### src/sivw_regs.vh
// Register field positions, commands and reset values for the interrupt block
`ifndef SIVW_REGS_VH
`define SIVW_REGS_VH
`define SIVW_PTR_CTRL      3'h1
`define SIVW_PTR_VECT      3'h2
`define SIVW_CMD_RST_EXT   3'h2
`define SIVW_CMD_CH_RST    3'h3
`define SIVW_CMD_RST_TXINT 3'h5
`define SIVW_BIT_EXTEN     0
`define SIVW_BIT_TXEN      1
`define SIVW_BIT_SAV       2
`define SIVW_BIT_RXM0      3
`define SIVW_BIT_RXM1      4
`define SIVW_BIT_WRRX      5
`define SIVW_BIT_WRFUNC    6
`define SIVW_BIT_WREN      7
`define SIVW_CTRL_RST      8'h00
`define SIVW_VECT_RST      8'h00
`define SIVW_SRC_TX        2'h0
`define SIVW_SRC_EXT       2'h1
`define SIVW_SRC_RX        2'h2
`define SIVW_SRC_SPC       2'h3
`endif

### src/sivw_chan.v
// One channel: control register, pending flags and wait/ready handshake
`timescale 1ns/1ns
`include "sivw_regs.vh"
module sivw_chan (
	input  wire       clk_sys,     // System clock
	input  wire       rstn,        // Async reset, active low
	input  wire       ctrlWr,      // Write of control register
	input  wire [7:0] wrData,      // Write data
	input  wire       cmdRstExt,   // Re-arm external/status latch
	input  wire       cmdRstTx,    // Reset transmit interrupt pending
	input  wire       chanRst,     // Channel reset pulse
	input  wire [2:0] extIn,       // Synchronised cd, cts, align inputs
	input  wire       brkIn,       // Synchronised break/abort state
	input  wire       eomSet,      // Underrun/end-of-message latch set
	input  wire       txEmpty,     // Transmit buffer empty
	input  wire       txLoad,      // Character loaded to transmit buffer
	input  wire       crcDone,     // CRC transmission complete
	input  wire       rxFull,      // Receive buffer full
	input  wire       rxChar,      // Character received pulse
	input  wire       rxFirst,     // First character of message
	input  wire       parErr,      // Parity error with character
	input  wire       otherErr,    // Overrun, framing or end of frame
	input  wire       dataSel,     // This channel's data port selected
	input  wire       otherSel,    // Opposite channel addressed
	input  wire       ioAct,       // Strobe and select both active
	input  wire       ackDone,     // Acknowledge of this channel source
	input  wire [1:0] ackSrc,      // Source being acknowledged
	output reg  [7:0] ctrl,        // Control register
	output reg  [3:0] pend,        // Pending: spc, rx, ext, tx
	output reg  [2:0] extLatch,    // Latched external status
	output reg        wrOut,       // Handshake output level
	output reg        wrOe         // Handshake output enable
);
	reg  [2:0] extPrev;
	reg        brkPrev;
	reg        extArmed;
	reg        txArmed;
	reg        txEmptyD;
	wire       extChg = (extIn != extPrev) || (brkIn != brkPrev) || eomSet;
	wire       rxMode1 = ctrl[`SIVW_BIT_RXM1];
	wire       rxMode0 = ctrl[`SIVW_BIT_RXM0];
	wire       rxOn = rxMode1 | rxMode0;
	// parity only special in mode 10
	wire       special = rxChar & (otherErr | (parErr & rxMode1 & ~rxMode0));
	// first only or every character
	wire       rxHit = rxChar & ~special & rxOn
		& (rxMode1 | rxFirst);
	wire       txRise = txEmpty & ~txEmptyD;
	wire       wrAct;
	wire       wrTrack;

	always @(posedge clk_sys or negedge rstn) begin
		if (!rstn) begin
			ctrl <= `SIVW_CTRL_RST;
			pend <= 4'h0;
			extLatch <= 3'h0;
			extPrev <= 3'h0;
			brkPrev <= 1'b0;
			extArmed <= 1'b1;
			txArmed <= 1'b1;
			txEmptyD <= 1'b1;
		end else if (chanRst) begin
			ctrl <= `SIVW_CTRL_RST;
			pend <= 4'h0;
			extArmed <= 1'b1;
			txArmed <= 1'b1;
			extPrev <= extIn;
			brkPrev <= brkIn;
			txEmptyD <= txEmpty;
		end else begin
			if (ctrlWr)
				ctrl <= wrData;
			extPrev <= extIn;
			brkPrev <= brkIn;
			txEmptyD <= txEmpty;
			// latch until re-armed
			if (extArmed && extChg && ctrl[`SIVW_BIT_EXTEN]) begin
				extLatch <= extIn;
				extArmed <= 1'b0;
			end else if (cmdRstExt)
				extArmed <= 1'b1;
			// suppress until next load
			if (txLoad || crcDone)
				txArmed <= 1'b1;
			else if (cmdRstTx)
				txArmed <= 1'b0;
			// transmit empty interrupt
			if (txRise && txArmed && ctrl[`SIVW_BIT_TXEN])
				pend[0] <= 1'b1;
			else if ((ackDone && ackSrc == `SIVW_SRC_TX) || cmdRstTx)
				pend[0] <= 1'b0;
			// external status interrupt
			if (extArmed && extChg && ctrl[`SIVW_BIT_EXTEN])
				pend[1] <= 1'b1;
			else if (ackDone && ackSrc == `SIVW_SRC_EXT)
				pend[1] <= 1'b0;
			if (rxHit)
				pend[2] <= 1'b1;
			else if (ackDone && ackSrc == `SIVW_SRC_RX)
				pend[2] <= 1'b0;
			// special in every nonzero mode
			if (special && rxOn)
				pend[3] <= 1'b1;
			else if (ackDone && ackSrc == `SIVW_SRC_SPC)
				pend[3] <= 1'b0;
		end
	end

	// buffer being tracked
	assign wrTrack = ctrl[`SIVW_BIT_WRRX] ? rxFull : txEmpty;
	// wait also when other channel addressed
	assign wrAct = ctrl[`SIVW_BIT_WRRX] ? (~rxFull & (dataSel | otherSel))
		: (~txEmpty & (dataSel | otherSel));

	// ready asserts on rising edge
	always @(posedge clk_sys or negedge rstn) begin
		if (!rstn) begin
			wrOut <= 1'b1;
			wrOe <= 1'b0;
		end else if (!ctrl[`SIVW_BIT_WREN]) begin
			// disabled: high or released
			wrOut <= 1'b1;
			wrOe <= ctrl[`SIVW_BIT_WRFUNC];
		end else if (ctrl[`SIVW_BIT_WRFUNC]) begin
			// ready low, released on access
			wrOut <= ~(wrTrack & ~ioAct);
			wrOe <= 1'b1;
		end else begin
			// wait pulls low or floats
			wrOut <= 1'b0;
			wrOe <= wrAct & ioAct;
		end
	end
endmodule // sivw_chan

### src/sivw_top.v
// Two-channel interrupt, vector and wait/ready control top
// Behaviour
// External status changes interrupt when enabled
// Transmit buffer empty interrupts when enabled
// Status-affects-vector honoured only in channel B
// Fixed vector unless status affects vector
// Bits 3..1 encode channel and source
// Parity, overrun, framing, end-of-frame are special
// Receive mode field selects interrupt behaviour
// Special condition interrupts in nonzero modes
// Handshake follows buffer only when enabled
// Function bit selects wait or ready
// Wait floats inactive, pulls low active
// Ready goes low when ready to transfer
// Track receive or transmit buffer, never both
// Transmit tracking ready and wait levels
// Receive tracking ready and wait levels
// Ready on rising, wait released on falling (here wait also releases on a rising clock edge)
// Ready asserts unselected, released on access
// DMA answers ready with one byte transfer
// Wait active when opposite channel addressed
// One vector register, bits 3..1 conditional
// Disabled handshake high or floating
// Reset transmit pending suppresses until load
// External latch re-armed by reset command
`timescale 1ns/1ns
`include "sivw_regs.vh"
module sivw_top (
	input  wire       clk_sys,       // System clock 25 MHz
	input  wire       rstn,          // Async reset, active low
	input  wire       io_request_strobe_n, // I/O request, active low
	input  wire       chipSel_n,     // Chip select, active low
	input  wire       chanSelB,      // 1 selects channel B
	input  wire       ctrlSel,       // 1 control, 0 data
	input  wire       rdStrobe_n,    // Read strobe, active low
	input  wire       intAck,        // Interrupt acknowledge pulse
	input  wire [7:0] dIn,           // Data bus input
	input  wire [2:0] extA,          // A cd, cts, align pins
	input  wire [2:0] extB,          // B cd, cts, align pins
	input  wire [1:0] brk,           // Break/abort per channel
	input  wire [1:0] eomSet,        // Underrun latch set per channel
	input  wire [1:0] txEmpty,       // Transmit buffer empty
	input  wire [1:0] txLoad,        // Transmit buffer loaded
	input  wire [1:0] crcDone,       // CRC sent
	input  wire [1:0] rxFull,        // Receive buffer full
	input  wire [1:0] rxChar,        // Character received
	input  wire [1:0] rxFirst,       // First character of message
	input  wire [1:0] parErr,        // Parity error
	input  wire [1:0] otherErr,      // Overrun, framing, end of frame
	output reg  [7:0] dOut,          // Data out (vector)
	output reg        dOe,           // Data bus drive enable
	output reg        intReq_n,      // Interrupt request, active low
	output reg  [1:0] waitReadyOut,  // Handshake output level
	output reg  [1:0] waitReadyOe    // Handshake output enable
);
	reg  [2:0] ptr [0:1];
	reg  [7:0] vectBase;
	reg        strbS1, strbS2, strbPrev;
	reg  [7:0] exS1, exS2;
	wire       ioAct = ~strbS2 & ~chipSel_n;
	wire       wrPulse = strbPrev & ~strbS2 & ~chipSel_n & rdStrobe_n;
	wire       chB = chanSelB;
	wire [2:0] curPtr = ptr[chB];
	wire [7:0] ctrlA, ctrlB;
	wire [3:0] pendA, pendB;
	wire [1:0] wrO, wrE;
	wire       isCmd = wrPulse & ctrlSel & (curPtr == 3'h0);
	wire [2:0] cmd = dIn[5:3];
	reg        ackChan;
	reg  [1:0] ackS;
	reg        ackDo;
	reg        ackPrev;
	reg        ackAny;
	wire [1:0] srcSel;
	wire       ackA = ackDo & ~ackChan;
	wire       ackB = ackDo & ackChan;

	function [1:0] prio;
		input [3:0] p;
		begin
			if (p[3])
				prio = `SIVW_SRC_SPC;
			else if (p[2])
				prio = `SIVW_SRC_RX;
			else if (p[0])
				prio = `SIVW_SRC_TX;
			else
				prio = `SIVW_SRC_EXT;
		end
	endfunction

	assign srcSel = |pendA ? prio(pendA) : prio(pendB);

	// Strobe and external status pins pass two flops before any logic
	always @(posedge clk_sys or negedge rstn) begin
		if (!rstn) begin
			strbS1 <= 1'b1;
			strbS2 <= 1'b1;
			strbPrev <= 1'b1;
			exS1 <= 8'h00;
			exS2 <= 8'h00;
		end else begin
			strbS1 <= io_request_strobe_n;
			strbS2 <= strbS1;
			strbPrev <= strbS2;
			exS1 <= {extB, extA, brk};
			exS2 <= exS1;
		end
	end

	// Register pointer and vector base
	always @(posedge clk_sys or negedge rstn) begin
		if (!rstn) begin
			ptr[0] <= 3'h0;
			ptr[1] <= 3'h0;
			vectBase <= `SIVW_VECT_RST;
		end else if (wrPulse && ctrlSel) begin
			if (curPtr == 3'h0)
				ptr[chB] <= (cmd == `SIVW_CMD_CH_RST) ? 3'h0 : dIn[2:0];
			else
				ptr[chB] <= 3'h0;
			// single vector held in channel B
			if (chB && curPtr == `SIVW_PTR_VECT)
				vectBase <= dIn;
		end
	end

	sivw_chan u_chA (
		.clk_sys   (clk_sys),
		.rstn      (rstn),
		.ctrlWr    (wrPulse & ctrlSel & ~chB & (curPtr == `SIVW_PTR_CTRL)),
		.wrData    (dIn),
		.cmdRstExt (isCmd & ~chB & (cmd == `SIVW_CMD_RST_EXT)),
		.cmdRstTx  (isCmd & ~chB & (cmd == `SIVW_CMD_RST_TXINT)),
		.chanRst   (isCmd & ~chB & (cmd == `SIVW_CMD_CH_RST)),
		.extIn     (exS2[4:2]),
		.brkIn     (exS2[0]),
		.eomSet    (eomSet[0]),
		.txEmpty   (txEmpty[0]),
		.txLoad    (txLoad[0]),
		.crcDone   (crcDone[0]),
		.rxFull    (rxFull[0]),
		.rxChar    (rxChar[0]),
		.rxFirst   (rxFirst[0]),
		.parErr    (parErr[0]),
		.otherErr  (otherErr[0]),
		.dataSel   (~ctrlSel & ~chB),
		.otherSel  (chB),
		.ioAct     (ioAct),
		.ackDone   (ackA),
		.ackSrc    (ackS),
		.ctrl      (ctrlA),
		.pend      (pendA),
		.extLatch  (),
		.wrOut     (wrO[0]),
		.wrOe      (wrE[0])
	);

	sivw_chan u_chB (
		.clk_sys   (clk_sys),
		.rstn      (rstn),
		.ctrlWr    (wrPulse & ctrlSel & chB & (curPtr == `SIVW_PTR_CTRL)),
		.wrData    (dIn),
		.cmdRstExt (isCmd & chB & (cmd == `SIVW_CMD_RST_EXT)),
		.cmdRstTx  (isCmd & chB & (cmd == `SIVW_CMD_RST_TXINT)),
		.chanRst   (isCmd & chB & (cmd == `SIVW_CMD_CH_RST)),
		.extIn     (exS2[7:5]),
		.brkIn     (exS2[1]),
		.eomSet    (eomSet[1]),
		.txEmpty   (txEmpty[1]),
		.txLoad    (txLoad[1]),
		.crcDone   (crcDone[1]),
		.rxFull    (rxFull[1]),
		.rxChar    (rxChar[1]),
		.rxFirst   (rxFirst[1]),
		.parErr    (parErr[1]),
		.otherErr  (otherErr[1]),
		.dataSel   (~ctrlSel & chB),
		.otherSel  (~chB),
		.ioAct     (ioAct),
		.ackDone   (ackB),
		.ackSrc    (ackS),
		.ctrl      (ctrlB),
		.pend      (pendB),
		.extLatch  (),
		.wrOut     (wrO[1]),
		.wrOe      (wrE[1])
	);

	// Acknowledge: channel A outranks B; vector is built here
	always @(posedge clk_sys or negedge rstn) begin
		if (!rstn) begin
			dOut <= 8'h00;
			dOe <= 1'b0;
			intReq_n <= 1'b1;
			ackChan <= 1'b0;
			ackS <= 2'h0;
			ackDo <= 1'b0;
			ackPrev <= 1'b0;
			ackAny <= 1'b0;
			waitReadyOut <= 2'h3;
			waitReadyOe <= 2'h0;
		end else begin
			intReq_n <= ~(|pendA | |pendB);
			waitReadyOut <= wrO;
			waitReadyOe <= wrE;
			dOe <= intAck;
			ackPrev <= intAck;
			// One clear as acknowledge ends, so a long one loses nothing
			ackDo <= ackPrev & ~intAck & ackAny;
			// Source and vector freeze while acknowledge is under way
			if (!intAck && !ackPrev) begin
				ackAny <= |pendA | |pendB;
				ackChan <= ~|pendA;
				ackS <= srcSel;
				// only channel B bit modifies
				if (ctrlB[`SIVW_BIT_SAV] && (|pendA || |pendB))
					dOut <= {vectBase[7:4], |pendA, srcSel,
						vectBase[0]};
				else
					dOut <= vectBase;
			end
		end
	end
endmodule // sivw_top

### config.mk
export PLATFORM = sky130hd
export DESIGN_NAME = sivw_top
export DESIGN_NICKNAME = d
export VERILOG_FILES = /design/src/sivw_chan.v /design/src/sivw_top.v
export VERILOG_INCLUDE_DIRS = /design/src
export SDC_FILE = /design/constraint.sdc
export NUM_CORES = 1
export LEC_CHECK = 0
export ABC_AREA = 1
export BUFFER_PORTS_ARGS = -buffer_cell sky130_fd_sc_hd__buf_2
export CAP_MARGIN = 20
export CORE_MARGIN = 5
export CORE_UTILIZATION = 56
export DETAILED_ROUTE_END_ITERATION = 6
export GPL_ROUTABILITY_DRIVEN = 0
export HOLD_SLACK_MARGIN = 0.05
export PLACE_DENSITY_LB_ADDON = 0.3
export SLEW_MARGIN = 40
export SYNTH_ARGS = -nofsm -noshare
export SYNTH_HDL_FRONTEND = slang
export SYNTH_SLANG_ARGS = --single-unit
### constraint.sdc
create_clock -name clk_sys -period 1.8 [get_ports clk_sys]
set_input_delay 0.09 -clock clk_sys [delete_from_list [all_inputs] [get_ports clk_sys]]
set_output_delay 0.09 -clock clk_sys [all_outputs]
set_load 0.05 [all_outputs]
# After elaboration in Yosys (flattened, before gate mapping)

Cells that the tools add are included.
W data, S select, Z words.

Register bits: 94
Input port bits: 42
Output and inout bits: 14
Word-level logic and storage cells: 249

Magnitude comparators: 2
Equal/unequal tests: 12
Multiplexer cells: 62
Bitwise logic cells: 78
Reduce and logical (&&, ||, !) cells: 54

Operators by type and width:

| operator             | number |
|---|---|
| $and A1 B1 Y1        | 46 |
| $mux W1              | 42 |
| $reduce_bool A3 Y1   | 12 |
| $mux W8              | 4 |
| $logic_and A1 B1 Y1  | 23 |
| $not A1 Y1           | 20 |
| $mux W3              | 5 |
| $mux W4              | 3 |
| $mux W2              | 5 |
| $eq A3 B2 Y1 const B | 3 |
| $logic_or A1 B1 Y1   | 9 |
| $or A1 B1 Y1         | 9 |
| $reduce_or A4 Y1     | 2 |
| $and A6 B6 Y6        | 1 |
| $bwmux W6            | 1 |
| $mux W6              | 1 |
| $ne A3 B3 Y1         | 2 |
| $not A6 Y6           | 1 |
| $eq A2 B2 Y1 const B | 2 |
| $reduce_bool A2 Y1   | 2 |
| $demux W3 S1         | 1 |
| $eq A3 B1 Y1 const B | 1 |
| $eq A3 B3 Y1 const B | 1 |
| $logic_not A1 Y1     | 3 |
| 8 further kinds      | 9 |

# Depth between registers and ports, before layout

Depth in word-level cells: 12
Depth in mapped cells: 9
Depth with buffers taken out: 9

# Cells and area by module

Synthesis repeated with hierarchy kept, for this count alone.

Cell total of the unflattened synthesis: 465
Area total of the unflattened synthesis: 4292.9 sq um

By module, submodules not included:

| module    | instances | cells each | area an instance (sq um) | sequential area each (sq um) |
|---|---|---|---|---|
| sivw_chan | 2         | 115        | 1102.3                   | 605.6 |
| sivw_top  | 1         | 235        | 2088.3                   | 1308.8 |

# Worst setup path before layout

OpenSTA, ideal clock, no wires.

Path kind: flip-flop to flip-flop
Start: reg ackPrev
End: reg dOut[3]
Arrival time: 1.367 ns
Slack: 0.308 ns
Cell stages (with the launch flop): 6
Path buffers: 1
Period minus slack after synthesis: 1.492 ns
Cell sequence: dfrtp_1 -> nor2_2 -> inv_1 -> clkbuf_1 -> nand2_1 -> nand3_1

Cells in the longest elaborated chain, start to end: 2

Ends and longest elaborated chain:

| item                   | line           | RTL |
|---|---|---|
| from (decl)            | sivw_top.v:72  | `reg ackPrev;` |
| from (signal assigned) | sivw_top.v:208 | `ackPrev <= intAck;` |
| $logic_not A1 Y1       | sivw_top.v:212 | `if (!intAck && !ackPrev) begin` |
| $logic_and A1 B1 Y1    | sivw_top.v:212 |  |
| to (signal assigned)   | sivw_top.v:218 | `dOut <= {vectBase[7:4], \|pendA, srcSel,` |
| to (signal assigned)   | sivw_top.v:221 | `dOut <= vectBase;` |
| to (decl)              | sivw_top.v:50  | `output reg [7:0] dOut,` |

No other way between the ends.
A chain may end at the register's enable or synchronous reset.

# Worst setup path in the final report

Start: reg strbPrev
End: reg u_chB.ctrl[7]

Cells in the longest elaborated chain, start to end: 8
Elaborated cells on any way between the ends: 11
Classes of those cells: mux (1); bitwise (9); reduce/logical (1)

Ends and longest elaborated chain:

| item                                          | line                          | RTL |
|---|---|---|
| from (decl)                                   | sivw_top.v:58                 | `reg strbS1, strbS2, strbPrev;` |
| from (signal assigned)                        | sivw_top.v:105                | `strbPrev <= strbS2;` |
| $and A1 B1 Y1 * (3 in a row)                  | sivw_top.v:61                 | `wire wrPulse = strbPrev & ~strbS2 & ~chipSel_n & rdStrobe_n;` |
| $and A1 B1 Y1 *                               | sivw_top.v:67, sivw_top.v:162 |  |
| $and A1 B1 Y1                                 | sivw_top.v:67                 | `wire isCmd = wrPulse & ctrlSel & (curPtr == 3'h0);` |
| $and A1 B1 Y1 (2 in a row)                    | sivw_top.v:166                | `` .chanRst (isCmd & chB & (cmd == `SIVW_CMD_CH_RST)), `` |
| $mux W8 or $reduce_bool A2 Y1 (tied branches) | --                            |  |
| to (signal assigned)                          | sivw_chan.v:54                | `` ctrl <= `SIVW_CTRL_RST; `` |
| to (signal assigned)                          | sivw_chan.v:63                | `` ctrl <= `SIVW_CTRL_RST; `` |
| to (signal assigned)                          | sivw_chan.v:72                | `ctrl <= wrData;` |
| to (decl)                                     | sivw_chan.v:28                | `output reg [7:0] ctrl,` |

Every way passes the cells marked *; elsewhere a longest branch is shown, timed or not.

==> impl_metrics.ini <==
[worst_setup_path]
cp-end-kind = flip-flop
critPathTopFamily = simple AND/OR/NAND/NOR gates
crit_required_ps = 2050
worst_r2r_path_depth = 9
critPathMaxStageDelay_ps = 520
path_max_fanout = 9
r2r-end = u_chB.ctrl[7]
path_cells = nand2_1 > nor2_1 > nand2_2 > clkinv_1 > nand2_1 > nor2_8 > inv_2 > nor2_1 > nor2_1
reg2reg_from = strbPrev
cp_slowest_cell = dfstp_2
cp_num_buf_inv = 2
path_class = flip-flop to flip-flop
crit_top_cell = nor2_1
r2r_slack_ps = 140
start_kind = flip-flop
cp.arrival_ps = 1910

[yosys]
syn-num-nets = 452
synth.top_cell.area_share_pct = 50.9
synthCells = 410
synth_area_per_cell_um2 = 9.47
yosysTopAreaCell = dfrtp_1
synth_area_mm2 = 0.00388
synth_edf_count = 0
ys_types = 34
yosys_warnings = 0
synth.yosys.seq_area_share_pct = 60.4
synth.area.top_cells = dfrtp_1, dfstp_2, nand2_1, inv_1, nor2_1
synth-seq-cells = 93
async_flop_share_pct = 100
ys.flop_type = dfrtp_1

[route]
drt_wl_total_um = 8340
drc_errors = 0
num_vias = 3005
first_pass_iters = 4
detail_route.wl_per_cell_um = 14.3
viasPerCell = 5.15
ant_nets = 0
drt_iter0_markers = 220

[power]
p_sw_share_pct = 28.9
p_int_mw = 3.64
p_comb_share_pct = 18.2
clockPowerShare_pct = 32.3
ir_drop_mv = 0.645
seqPwrFrac_pct = 49.4
powerDensity_mw_per_mm2 = 1070
p_switching_mw = 1.48
p_leak_nw = 2.43

[place]
place_hpwl_um = 5850
io_buffers = 55
dp_slack_ps = 12.9
dp_cells = 543

[hold_path]
holdPathStages = 3
hold_path_startpoint = rxFull[0]
hp-class = primary input to flip-flop
min_to = u_chA.wrOe

[timing]
finalClockSkew_ps = 4.84
slew_viol_final = 0
fin_crit_ps = 1660
fin_tns_setup_ps = 0
maxClockFrequency_mhz = 603
worst_hold_slack_ps = 71.1
relSlewSlack_pct = 68.2
setup_violations = 0
period_share_pct = 92.1
timing.final.ws_setup_ps = 142
worst_slew_pin_slew_ps = 477
hold_violations = 0

[global_routing]
grtUsageTotal_pct = 21.5
gr-total-overflow = 0
grt_pass1_wl_um = 14500
antenna_found_initial = 0
grt_max_degree = 47
grt_pass1_vias = 3023

[clock_network]
clockRootBuffer = clkbuf_8
cts_tree = yes
cts_setup_buffers = 0
cts_sinks = 93
h-tree-depth = 3
clk_latency_ps = 360
cts_buffer_depth = 2
numCtsBuffers = 9
clk_pin_slew_worst_paths_ps = 90

[die]
start_util_pct = 57.5
core_area_mm2 = 0.00676
dieArea_mm2 = 0.00870
die_width_um = 93.3
die_h_um = 93.3
rows = 30
io_pins = 56

[final_layout]
area_delta_synth_final_pct = 22.8
multi_input_area_mm2 = 0.00130
fillCellCount = 522
diodes = 0
regArea_mm2 = 0.00234
stdcell_count = 584
drive_gt1_share_pct = 24.4
fin_nets = 541

[run]
cap_viol_max_count = 0

[status]
status = complete, no violations
## worst max path at each step
stage | end | slack (ps) | startpoint | cells past startpoint
floorplan | dOut[3] | 310 | ackPrev | 5
global placement | u_chA.ctrl[4] | 150 | strbPrev | 7
detailed placement | u_chA.ctrl[4] | 10 | strbPrev | 7
CTS | u_chB.ctrl[3] | 120 | strbPrev | 7
global route | u_chA.ctrl[4] | -20 | strbPrev | 7
finish | u_chB.ctrl[7] | 140 | strbPrev | 9
## layout by cell type, fill, tap and decap left out, drive strengths merged, types with 2 or more instances in the layout
| cell | count |
|---|---|
| nor2 | 48 |
| inv | 58 |
| nor3 | 8 |
| xnor2 | 2 |
| clkbuf | 11 |
| clkinv | 2 |
| nand2 | 101 |
| o22ai | 7 |
| nand3 | 24 |
| dlygate4sd3 | 25 |
| nand4 | 6 |
| dfrtp | 79 |
| bufinv | 3 |
| a21oi | 7 |
| buf | 59 |
| a31oi | 2 |
| o21ai | 41 |
| o31ai | 3 |
| dfstp | 14 |
## state kept, by name (all words and copies together) (netlist names), 2 cells and up
name           count
u_chA.pend         4
u_chA.ctrl         7
u_chB.ctrl         8
u_chB.extPrev      3
vectBase           8
u_chB.pend         4
waitReadyOut       2
exS2               8
exS1               8
ackS               2
dOut               8
waitReadyOe        2
ptr                6
u_chA.extPrev      3
## per-layer routing
layer  vias up  routed length (um)  GRT usage, %
met5         -                   0             0
met4         0                 159          7.33
met3        17                 332          4.91
met2        61                4150          34.4
met1      1434                3700          28.9
li1       1493                   -             -
## timing repair
action	in CTS	in global routing
pin swaps	0	1
setup endpoints to repair	1	10
hold buffers	25	0
resized for setup	1	3
hold endpoints to repair	69	0
## cell families (layout without fill, tap and decap cells)
kind of cell | Yosys count | count (layout) | share of synthesized area, %
xor gates and xnor gates | 2 | 2 | 0.451
and+or+nand+nor | 187 | 187 | 22.1
DFF | 93 | 93 | 60.4
AOI/OAI and AO/OA | 62 | 62 | 9.60
muxes | 2 | 2 | 0.548
buffers and inverters | 64 | 158 | 6.89
## synthesized netlist by cell type, types with 2 or more instances
| cell type | n |
|---|---|
| nand2_1 | 95 |
| dfrtp_1 | 79 |
| inv_1 | 48 |
| nor2_1 | 42 |
| nand3_1 | 21 |
| o21ai_0 | 19 |
| dfstp_2 | 14 |
| o21ai_1 | 14 |
| inv_2 | 9 |
| nor3_1 | 8 |
| a21oi_1 | 7 |
| o21ai_2 | 7 |
| o22ai_1 | 7 |
| nand4_1 | 5 |
| nand2_2 | 4 |
| buf_6 | 3 |
| nand3_2 | 3 |
| nor2_2 | 3 |
| o31ai_1 | 3 |
| a31oi_1 | 2 |
| nand2_4 | 2 |
| nor2_8 | 2 |
| xnor2_1 | 2 |
## through the flow
step                utilization [%]  total power [mW]  instance area [um2]
floorplan                         -              3.16                 3880
CTS                            70.3              5.13                 4750
global placement               63.0              3.40                 4250
global route                   70.6              5.39                 4770
finish                         70.6              5.11                 4770
detailed placement             63.0              3.43                 4250
## area by class of cell
cell class | count | area share (%)
Tap cell | 80 | 2.10
Clock buffer | 11 | 2.75
Timing Repair Buffer | 84 | 12.0
Inverter | 58 | 4.56
Clock inverter | 5 | 2.26
Sequential cell | 93 | 49.1
Multi-Input combinational cell | 253 | 27.2
## tightest hold or removal path, stage by stage
cell,delay [ps]
buf_2,80
mux2_2,150
o31ai_1,60
## power by group through the flow
stage | Sequential (mW) | Combinational, mW | Clock [mW]
detailed placement | 2.56 | 0.870 | 0
global placement | 2.55 | 0.843 | 0
CTS | 2.53 | 0.925 | 1.68
floorplan | 2.60 | 0.557 | 0
global route | 2.57 | 1.05 | 1.78
finish | 2.53 | 0.933 | 1.65
Note: power is estimated with default switching activity, not from simulation.
